`config.mk`:
```
export PLATFORM = sky130hd
export DESIGN_NAME = uart_rx_dma_modem_signals
export DESIGN_NICKNAME = d
export VERILOG_FILES = /design/src/verilog/uart_sig_pkg.sv /design/src/verilog/uart_rx_dma_modem_signals.sv
export SDC_FILE = /design/constraint.sdc
export NUM_CORES = 1
export LEC_CHECK = 0
export BUFFER_PORTS_ARGS = -buffer_cell sky130_fd_sc_hd__buf_2
export CAP_MARGIN = 30
export CORE_UTILIZATION = 46
export CTS_CLUSTER_SIZE = 16
export DETAILED_ROUTE_END_ITERATION = 7
export PLACE_DENSITY = 0.79
export SLEW_MARGIN = 0
export SYNTH_ARGS = -nofsm -noshare
export SYNTH_HDL_FRONTEND = slang
export SYNTH_SLANG_ARGS = --single-unit
```
`constraint.sdc`:
```
create_clock -name mclk -period 2.5 [get_ports mclk]
set_clock_uncertainty 0.15 [all_clocks]
set_input_delay 0.125 -clock mclk [delete_from_list [all_inputs] [get_ports mclk]]
set_output_delay 0.125 -clock mclk [all_outputs]
set_load 0.03 [all_outputs]
```
`src/verilog/uart_sig_pkg.sv`:
```
package uart_sig_pkg;
  localparam int NUM_CH = 2;
  localparam int EVT_W = 4;
  // register byte offsets
  localparam logic [7:0] FIFO_CTRL_OFS = 8'h00;
  localparam logic [7:0] MODEM_CTRL_OFS = 8'h04;
  localparam logic [7:0] MODEM_STAT_OFS = 8'h08;
  localparam logic [7:0] IRQ_EN_OFS = 8'h0C;
  localparam logic [7:0] CH_OFS_MASK = 8'h1F;
  localparam logic [7:0] CH_AREA_MASK = 8'hC0;
  localparam logic [7:0] CH_AREA = 8'h00;
  localparam logic [7:0] EVT_STAT_OFS = 8'h40;
  localparam logic [7:0] EVT_MASK_OFS = 8'h44;
  localparam int CH_SEL_BIT = 5;
  // field positions
  localparam int FIFO_EN_POS = 0;
  localparam int DMA_SEL_POS = 3;
  localparam int RTS_POS = 1;
  localparam int LOOP_POS = 4;
  localparam int AUTO_RTS_POS = 5;
  localparam int RING_TRAILING_EDGE_FLAG_POS = 2;
  localparam int RI_POS = 6;
  localparam int MSI_EN_POS = 3;
  localparam int EVT_RING_POS = 0;
  localparam int EVT_DMA_POS = 2;
  // reset values
  localparam logic [7:0] CTRL_RST = 8'h00;
  localparam logic [EVT_W-1:0] EVT_RST = 4'h0;
  localparam logic [31:0] RDATA_RST = 32'h0000_0000;
  localparam logic [1:0] HRESP_OKAY = 2'h0;

  typedef struct packed {
    logic rx_present;
    logic rx_trigger;
    logic rx_timeout;
    logic rx_threshold;
    logic uart_irq;
  } chan_in_type;

  typedef struct packed {
    logic valid;
    logic write;
    logic [7:0] addr;
  } ahb_req_type;
endpackage : uart_sig_pkg

```
`src/verilog/uart_rx_dma_modem_signals.sv`:
```
`timescale 1ns/10ps
// Functional notes
// dma mode 0: ready output low while any receive character is held
// dma mode 0: ready output goes high once receive storage is empty
// dma mode 1: ready output goes low on trigger level or timeout
// dma mode 1: ready stays low until storage empty, then goes high
// mode 1 only when fifo enabled and dma select set; else mode 0
// modem status bit 6 shows the current ring indicator level
// modem status bit 2 flags ring rise since last status read
// ring rise with modem-status interrupt enabled raises channel irq
// rts active from control bit 1; inactive on reset, loop, bit clear
// auto rts: receiver threshold logic drives rts inactive
// reset high clears internal registers but sets ready and rts high; host drives it high
// channel irq output high while that channel has a pending interrupt
// rts active level is low, inactive level high
module uart_rx_dma_modem_signals
  import uart_sig_pkg::*;
(
  input wire logic mclk,
  input wire logic rst,
  input wire logic hsel,
  input wire logic [31:0] haddr,
  input wire logic [1:0] htrans,
  input wire logic hwrite,
  input wire logic [2:0] hsize,
  input wire logic [31:0] hwdata,
  input wire logic hready,
  output logic hreadyout,
  output logic [31:0] hrdata,
  output logic [1:0] hresp,
  input wire chan_in_type chan_in_ch0,
  input wire chan_in_type chan_in_ch1,
  input wire logic ring_indicator_in_ch0,
  input wire logic ring_indicator_in_ch1,
  output logic rx_dma_ready_n_ch0,
  output logic rx_dma_ready_n_ch1,
  output logic request_to_send_out_ch0,
  output logic request_to_send_out_ch1,
  output logic channel_irq_out_ch0,
  output logic channel_irq_out_ch1,
  output logic irq
);

  chan_in_type chin [NUM_CH];
  logic [NUM_CH-1:0] ri_in;
  ahb_req_type req_reg;
  logic rd_done_reg;
  logic [31:0] hrdata_reg;
  logic [7:0] fifo_ctrl_reg [NUM_CH];
  logic [7:0] modem_ctrl_reg [NUM_CH];
  logic [7:0] irq_en_reg [NUM_CH];
  logic [NUM_CH-1:0] ri_prev_reg;
  logic [NUM_CH-1:0] ring_trailing_edge_flag_reg;
  logic [NUM_CH-1:0] rdy_active_reg;
  logic [NUM_CH-1:0] rx_rdy_n_reg;
  logic [NUM_CH-1:0] rx_rdy_n_next;
  logic [NUM_CH-1:0] rts_n_reg;
  logic [NUM_CH-1:0] rts_n_next;
  logic [NUM_CH-1:0] ch_irq_reg;
  logic [NUM_CH-1:0] mode1;
  logic [NUM_CH-1:0] ring_rise;
  logic [NUM_CH-1:0] msr_rd;
  logic [EVT_W-1:0] evt_stat_reg;
  logic [EVT_W-1:0] evt_mask_reg;
  logic [EVT_W-1:0] evt_set;
  logic [EVT_W-1:0] evt_w1c;
  logic addr_phase;
  logic rd_pending;
  logic wr_fire;
  logic req_ch;
  logic req_in_ch;
  logic [7:0] req_local;
  logic [31:0] rd_mux;

  assign chin[0] = chan_in_ch0;
  assign chin[1] = chan_in_ch1;
  assign ri_in = {ring_indicator_in_ch1, ring_indicator_in_ch0};

  // ahb-lite slave
  assign addr_phase = hsel && hready && htrans[1];
  assign rd_pending = req_reg.valid && !req_reg.write && !rd_done_reg;
  assign wr_fire = req_reg.valid && req_reg.write;
  assign req_ch = req_reg.addr[CH_SEL_BIT];
  assign req_in_ch = (req_reg.addr & CH_AREA_MASK) == CH_AREA;
  assign req_local = req_reg.addr & CH_OFS_MASK;
  assign hreadyout = !rd_pending;
  assign hrdata = hrdata_reg;
  assign hresp = HRESP_OKAY;

  always_ff @(posedge mclk or posedge rst) begin
    if (rst) begin
      req_reg <= '0;
    end else if (addr_phase) begin
      req_reg.valid <= 1'b1;
      req_reg.write <= hwrite;
      req_reg.addr <= haddr[7:0];
    end else if (hready) begin
      req_reg.valid <= 1'b0;
    end
  end

  always_ff @(posedge mclk or posedge rst) begin
    if (rst) begin
      rd_done_reg <= 1'b0;
    end else if (addr_phase) begin
      rd_done_reg <= 1'b0;
    end else if (rd_pending) begin
      rd_done_reg <= 1'b1;
    end
  end

  always_comb begin
    rd_mux = RDATA_RST;
    if (req_in_ch) begin
      case (req_local)
        FIFO_CTRL_OFS: rd_mux[7:0] = fifo_ctrl_reg[req_ch];
        MODEM_CTRL_OFS: rd_mux[7:0] = modem_ctrl_reg[req_ch];
        MODEM_STAT_OFS: begin
          rd_mux[RI_POS] = ri_in[req_ch];
          rd_mux[RING_TRAILING_EDGE_FLAG_POS] = ring_trailing_edge_flag_reg[req_ch];
        end
        IRQ_EN_OFS: rd_mux[7:0] = irq_en_reg[req_ch];
        default: rd_mux = RDATA_RST;
      endcase
    end else if (req_reg.addr == EVT_STAT_OFS) begin
      rd_mux[EVT_W-1:0] = evt_stat_reg;
    end else if (req_reg.addr == EVT_MASK_OFS) begin
      rd_mux[EVT_W-1:0] = evt_mask_reg;
    end
  end

  always_ff @(posedge mclk or posedge rst) begin
    if (rst) begin
      hrdata_reg <= RDATA_RST;
    end else if (rd_pending) begin
      hrdata_reg <= rd_mux;
    end
  end

  // channel control registers
  always_ff @(posedge mclk or posedge rst) begin
    if (rst) begin
      for (int i = 0; i < NUM_CH; i++) begin
        fifo_ctrl_reg[i] <= CTRL_RST;
        modem_ctrl_reg[i] <= CTRL_RST;
        irq_en_reg[i] <= CTRL_RST;
      end
    end else if (wr_fire && req_in_ch) begin
      case (req_local)
        FIFO_CTRL_OFS: fifo_ctrl_reg[req_ch] <= hwdata[7:0];
        MODEM_CTRL_OFS: modem_ctrl_reg[req_ch] <= hwdata[7:0];
        IRQ_EN_OFS: irq_en_reg[req_ch] <= hwdata[7:0];
        default: ;
      endcase
    end
  end

  // per-channel signalling
  always_comb begin
    for (int i = 0; i < NUM_CH; i++) begin
      mode1[i] = fifo_ctrl_reg[i][FIFO_EN_POS]
                 && fifo_ctrl_reg[i][DMA_SEL_POS];
      ring_rise[i] = ri_in[i] && !ri_prev_reg[i];
      msr_rd[i] = rd_pending && req_in_ch && (req_ch == 1'(i))
                  && (req_local == MODEM_STAT_OFS);
      if (mode1[i]) begin
        rx_rdy_n_next[i] = !(chin[i].rx_present
          && (rdy_active_reg[i] || chin[i].rx_trigger
              || chin[i].rx_timeout));
      end else begin
        rx_rdy_n_next[i] = !chin[i].rx_present;
      end
      if (modem_ctrl_reg[i][LOOP_POS]) begin
        rts_n_next[i] = 1'b1;
      end else if (modem_ctrl_reg[i][AUTO_RTS_POS]
                   && chin[i].rx_threshold) begin
        rts_n_next[i] = 1'b1;
      end else begin
        rts_n_next[i] = !modem_ctrl_reg[i][RTS_POS];
      end
    end
  end

  // mode 1 burst latch, held until storage drains
  always_ff @(posedge mclk or posedge rst) begin
    if (rst) begin
      rdy_active_reg <= '0;
    end else begin
      for (int i = 0; i < NUM_CH; i++) begin
        if (!chin[i].rx_present) begin
          rdy_active_reg[i] <= 1'b0;
        end else if (chin[i].rx_trigger || chin[i].rx_timeout) begin
          rdy_active_reg[i] <= 1'b1;
        end
      end
    end
  end

  always_ff @(posedge mclk or posedge rst) begin
    if (rst) begin
      rx_rdy_n_reg <= '1;
    end else begin
      rx_rdy_n_reg <= rx_rdy_n_next;
    end
  end

  always_ff @(posedge mclk or posedge rst) begin
    if (rst) begin
      rts_n_reg <= '1;
    end else begin
      rts_n_reg <= rts_n_next;
    end
  end

  always_ff @(posedge mclk or posedge rst) begin
    if (rst) begin
      ri_prev_reg <= '0;
    end else begin
      ri_prev_reg <= ri_in;
    end
  end

  // edge flag: new rise wins over the read clear
  always_ff @(posedge mclk or posedge rst) begin
    if (rst) begin
      ring_trailing_edge_flag_reg <= '0;
    end else begin
      for (int i = 0; i < NUM_CH; i++) begin
        if (ring_rise[i]) begin
          ring_trailing_edge_flag_reg[i] <= 1'b1;
        end else if (msr_rd[i]) begin
          ring_trailing_edge_flag_reg[i] <= 1'b0;
        end
      end
    end
  end

  always_ff @(posedge mclk or posedge rst) begin
    if (rst) begin
      ch_irq_reg <= '0;
    end else begin
      for (int i = 0; i < NUM_CH; i++) begin
        ch_irq_reg[i] <= chin[i].uart_irq
          || (irq_en_reg[i][MSI_EN_POS] && ring_trailing_edge_flag_reg[i]);
      end
    end
  end

  // sticky event status, write one to clear, set wins
  assign evt_set[EVT_RING_POS +: NUM_CH] = ring_rise;
  assign evt_set[EVT_DMA_POS +: NUM_CH] = rx_rdy_n_reg & ~rx_rdy_n_next;
  assign evt_w1c = (wr_fire && req_reg.addr == EVT_STAT_OFS)
                   ? hwdata[EVT_W-1:0] : EVT_RST;

  always_ff @(posedge mclk or posedge rst) begin
    if (rst) begin
      evt_stat_reg <= EVT_RST;
    end else begin
      evt_stat_reg <= (evt_stat_reg & ~evt_w1c) | evt_set;
    end
  end

  always_ff @(posedge mclk or posedge rst) begin
    if (rst) begin
      evt_mask_reg <= EVT_RST;
    end else if (wr_fire && req_reg.addr == EVT_MASK_OFS) begin
      evt_mask_reg <= hwdata[EVT_W-1:0];
    end
  end

  assign irq = |(evt_stat_reg & evt_mask_reg);
  assign rx_dma_ready_n_ch0 = rx_rdy_n_reg[0];
  assign rx_dma_ready_n_ch1 = rx_rdy_n_reg[1];
  assign request_to_send_out_ch0 = rts_n_reg[0];
  assign request_to_send_out_ch1 = rts_n_reg[1];
  assign channel_irq_out_ch0 = ch_irq_reg[0];
  assign channel_irq_out_ch1 = ch_irq_reg[1];

  for (genvar g = 0; g < NUM_CH; g++) begin : g_chk

  end
endmodule : uart_rx_dma_modem_signals

```
### Word-level counts from Yosys, hierarchy flattened

Index checks and enable logic that the tools add are counted.

| cells by class | value |
|---|---|
| bitwise gates (word level) | 8 |
| $lt $le $gt $ge | 3 |
| multiplexer cells | 46 |
| equality and inequality tests | 7 |
| reductions and logical operators | 53 |

Operators with widths:

| kind | number |
|---|---|
| 8-bit two-way mux | 10 |
| 16-bit bitwise mux | 3 |
| 1-bit logical AND | 24 |
| 1-bit two-way mux | 22 |
| 4-bit two-way mux | 5 |
| 8-bit by 7-bit equality test with 1-bit output (second input constant) | 2 |
| 8-bit logical NOT | 2 |
| 1-bit logical NOT | 11 |
| 5-bit by 4-bit equality test with 1-bit output (second input constant) | 2 |
| 3-bit case mux with 3 select lines | 1 |
| 4-bit bitwise AND | 2 |
| 8-bit demux with 1-bit select | 1 |
| 1-bit logical OR | 8 |
| 1-bit case mux with 4 select lines | 2 |
| 2-bit nonzero test | 4 |
| 2-bit case mux with 3 select lines | 1 |
| 2-bit AND reduction | 3 |
| 5-bit by 3-bit equality test with 1-bit output (second input constant) | 1 |
| 2-bit by 1-bit != test with 1-bit output (second input constant) | 2 |
| 4-bit inverter | 1 |
| 4-bit OR | 1 |
| 4-bit OR reduction | 1 |
| 1-bit case mux with 3 select lines | 1 |
| 2-bit bitwise AND | 1 |
| 6 further kinds | 6 |

| storage, ports and cells | value |
|---|---|
| output and inout bits | 42 |
| flip-flop bits (word level) | 111 |
| input bits | 86 |

### Depth between registers and ports, before layout

| logic depth | value |
|---|---|
| depth after elaboration | 8 |
| gate-level depth with buffers | 6 |
| depth with buffers taken out | 4 |

### Worst setup path after synthesis

No wires, ideal clock.

| timing path | value |
|---|---|
| path type | flip-flop to flip-flop |
| start | register req_reg, in the netlist req_local[4] |
| end | register fifo_ctrl_reg[10] in the netlist's numbering |
| arrival | 2.170 ns |
| stages on the path, launching flop included | 7 |
| data required time | 2.225 ns |
| slack | 0.055 ns |
| period minus slack after synthesis | 2.445 ns |
| library setup time | 0.125 ns |
| cell sequence | dfrtp_1 -> or3_4 -> or4_4 -> buf_6 -> or3_1 -> buf_6 -> mux2_4 |

| on the way | value |
|---|---|
| word-level cells in the longest chain between the ends | 2 |

RTL lines:

| what | line | text |
|---|---|---|
| start, declared | uart_rx_dma_modem_signals.sv:46 | `ahb_req_type req_reg;` |
| 8-bit logical NOT | uart_rx_dma_modem_signals.sv:149 | `case (req_local)` |
| 2-bit AND reduction (no source line) | - |  |
| end signal, assigned by index | uart_rx_dma_modem_signals.sv:150 | `FIFO_CTRL_OFS: fifo_ctrl_reg[req_ch] <= hwdata[7:0];` |
| end, declared | uart_rx_dma_modem_signals.sv:49 | `logic [7:0] fifo_ctrl_reg [NUM_CH];` |

Every way passes these cells.
A chain may end at the register's enable or synchronous reset.

### Worst setup path in the final report

| timing path | value |
|---|---|
| start | register req_reg, in the netlist req_local[4] |
| end | register fifo_ctrl_reg[7] in the netlist's numbering |

The elaborated chain is that of the path after synthesis.

==> results.py <==
metrics = {
    "timing": {
        "rsz0062_at_grt": "true",
        "setup_viol": 0,
        "layout_setup_ws_ns": 0.0115,
        "slew_headroom_pct": 62.0,
        "holdWs_ns": 0.00413,
        "max_freq_mhz": 402,
        "fin_crit_sh_pct": 99.5,
        "drv_slew": 0,
        "tightest_slew_ns": 0.565,
        "fin_setup_tns_ns": 0,
        "timing.final.crit_period_ns": 2.49,
        "hold_violations": 0,
    },
    "global_routing": {
        "grt_usage_pct": 20.5,
        "grt_max_degree": 35,
        "grt_first_pass_wirelength_mm": 14.0,
        "antenna_found_initial": 0,
        "overflow": 0,
        "grt_pass1_vias": 2759,
    },
    "worst_setup_path": {
        "rrSetupSlack_ns": 0.01,
        "startpoint_type": "flip-flop",
        "reg2reg_depth": 6,
        "cp_max_fo": 4,
        "critPathKind": "reg -> reg",
        "critical_path_arrival_ns": 2.57,
        "end_kind": "flip-flop",
        "worstPathRequired_ns": 2.58,
        "reg2reg_from": "req_local[4]",
        "r2r_end": "fifo_ctrl_reg[7]",
    },
    "detailed_routing": {
        "wire_per_inst_um": 16.6,
        "remaining_drc_errors": 0,
        "drt-total-wl_mm": 8.68,
        "vias_per_cell": 5.20,
        "drt_iter0_markers": 133,
        "firstDrtPassIters": 4,
        "vias": 2713,
        "ant_nets": 0,
    },
    "power_and_ir_drop": {
        "leakage_nw": 2.38,
        "power_switching_uw": 941,
        "power.density_mw_per_mm2": 665,
        "seq_power_share_pct": 48.9,
        "clockPowerShare_pct": 30.4,
        "sw_frac_of_total_pct": 28.2,
        "power_mw": 3.34,
        "peakVddDrop_mv": 0.503,
        "power_frac_comb_pct": 20.7,
        "intPower_mw": 2.40,
    },
    "synth": {
        "synth_common_cells": "dfrtp_1, mux2_2, buf_4",
        "synth_area_sq_mm": 0.00409,
        "ys.flop_type": "dfrtp_1",
        "synthCells": 310,
        "synth_top_cell_by_area": "dfrtp_1",
        "synth.most_common_cell": "dfrtp_1",
        "yosysSeqAreaShare_pct": 53.3,
        "yosysUniqueCellTypes": 38,
        "synth_top_family_by_area": "multiplexers",
        "syn_avg_cell_area_sq_um": 13.2,
        "yosys-mux-area-fraction_pct": 26.4,
        "synth_compound_area_share_pct": 4.83,
        "yosys_register_bits": 87,
        "synth.area.top_cells": "dfrtp_1, mux2_2, mux2_4, mux2i_1, buf_4",
        "synth_top_area_share_pct": 50.7,
        "synthAdderAreaFrac_pct": 0,
        "synthArstFlopShare_pct": 100,
        "synth_simple_gate_area_share_pct": 8.41,
        "synth-edff-count": 0,
        "synth_xor_xnor_area_share_pct": 0,
        "synth_warnings": 0,
    },
    "floorplan": {
        "die_h_um": 96.3,
        "core-area_sq_mm": 0.00868,
        "die_x_um": 96.3,
        "initial_core_util_pct": 47.2,
        "die-area_sq_mm": 0.00928,
        "row_count": 34,
        "top_level_ports": 128,
    },
    "layout": {
        "multi_input_area_sq_mm": 0.00173,
        "num-nets-final": 495,
        "fillCellCount": 714,
        "final_area_sq_mm": 0.00502,
        "syn_to_final_growth_pct": 22.7,
        "insertedDiodeCount": 0,
        "drive_above_1_share_pct": 40.8,
        "regArea_sq_mm": 0.00218,
    },
    "worst_hold_path": {
        "hold_path_end": "evt_stat_reg[1]",
        "holdPathStages": 3,
        "hp-class": "in -> reg",
        "hp-start": "hwdata[1]",
    },
    "placement": {
        "place_area_sq_mm": 0.00448,
        "numPortBuffers": 49,
        "hpwl_mm": 6.00,
        "dp_worst_setup_slack_ns": 0.0497,
        "gp_congestion": 0.789,
    },
    "clock_network": {
        "cts_max_level": 3,
        "clockRootBuffer": "clkbuf_8",
        "clock-sinks": 87,
        "cts_inserted_buffers": 9,
        "insertion_delay_ns": 0.35,
        "clk_pin_slew_ns": 0.08,
        "clock_path_buffers": 2,
        "cts_tree": "yes",
    },
    "run": {
        "maxCapViolations": 0,
    },
    "run_status": {
        "status": "finished clean",
    },
}
-- metal layers --
layer  track usage (%)  up-vias  wire [um]
met3              2.92       11        384
met5                 0        -          0
li1                  -     1246          -
met2              33.8       81       4280
met1              27.8     1375       3900
met4              7.11        0        118
-- cell families (layout without fill, tap and decap cells) --
| kind of cell | count (synthesis) | count (layout) |
|---|---|---|
| compound gates | 30 | 30 |
| buf+inv | 43 | 122 |
| flops | 87 | 87 |
| mux | 89 | 89 |
| other cells | 1 | 26 |
| simple gates | 60 | 60 |
-- power by group through the flow --
stage	Clock, mW	Combinational, mW	Sequential, mW
2_1_floorplan	0	0.462	1.68
3_3_place_gp	0	0.636	1.65
3_5_place_dp	0	0.651	1.66
4_1_cts	1.03	0.689	1.63
5_1_grt	1.08	0.751	1.65
6_report	1.01	0.690	1.63
-- metrics by stage --
step,util (%),instances
5_1_grt,57.8,522
3_5_place_dp,51.7,475
2_1_floorplan,-,335
4_1_cts,57.7,522
6_report,57.8,522
3_3_place_gp,51.7,475
-- worst max path at each step --
stage | start | to | slack [ns] | cells after the start
floorplan | req_local[4] | fifo_ctrl_reg[10] | 0.05 | 6
global placement | req_local[4] | fifo_ctrl_reg[5] | 0.07 | 6
detailed placement | req_local[4] | fifo_ctrl_reg[1] | 0.05 | 6
CTS | req_local[4] | fifo_ctrl_reg[15] | 0.03 | 5
global route | req_local[4] | fifo_ctrl_reg[1] | -0.01 | 6
finish | req_local[4] | fifo_ctrl_reg[7] | 0.01 | 6
-- layout by cell type, fill, tap and decap left out, drive strengths merged, types with 2 or more instances in the layout --
cell	n
nor2	14
nor4	3
inv	2
clkbuf	14
a21o	6
or4b	3
nand3	3
nor2b	4
dfstp	4
nand2	16
mux4	4
or3	4
buf	72
a32o	2
mux2	64
dlygate4sd3	31
nand3b	2
or4	2
o21ai	9
o22ai	6
dfrtp	83
a22oi	5
conb	26
mux2i	21
nor3	6
clkinvlp	2
-- layout make-up --
class / count / area share [%]
Clock buffer: 14 / 3.44
Clock inverter: 2 / 0.748
Inverter: 3 / 0.299
Multi-Input combinational cell: 205 / 34.4
Sequential cell: 87 / 43.5
Tap cell: 108 / 2.69
Timing Repair Buffer: 103 / 14.9
-- worst max-delay path, cell delays in order, from the launching register on --
cell,delay (ns)
dfrtp_1,0.40
or3_4,0.39
or4_4,0.53
buf_4,0.19
nor3_4,0.21
buf_4,0.17
mux2_2,0.32
-- repair_timing --
item                       4_1_cts  5_1_grt
hold buffers                    31        0
hold endpoints to repair       102        0
gates resized for setup          0        4
buffers inserted                 0        0
setup endpoints to repair        0       12
Power figures use the tool's default switching activity.
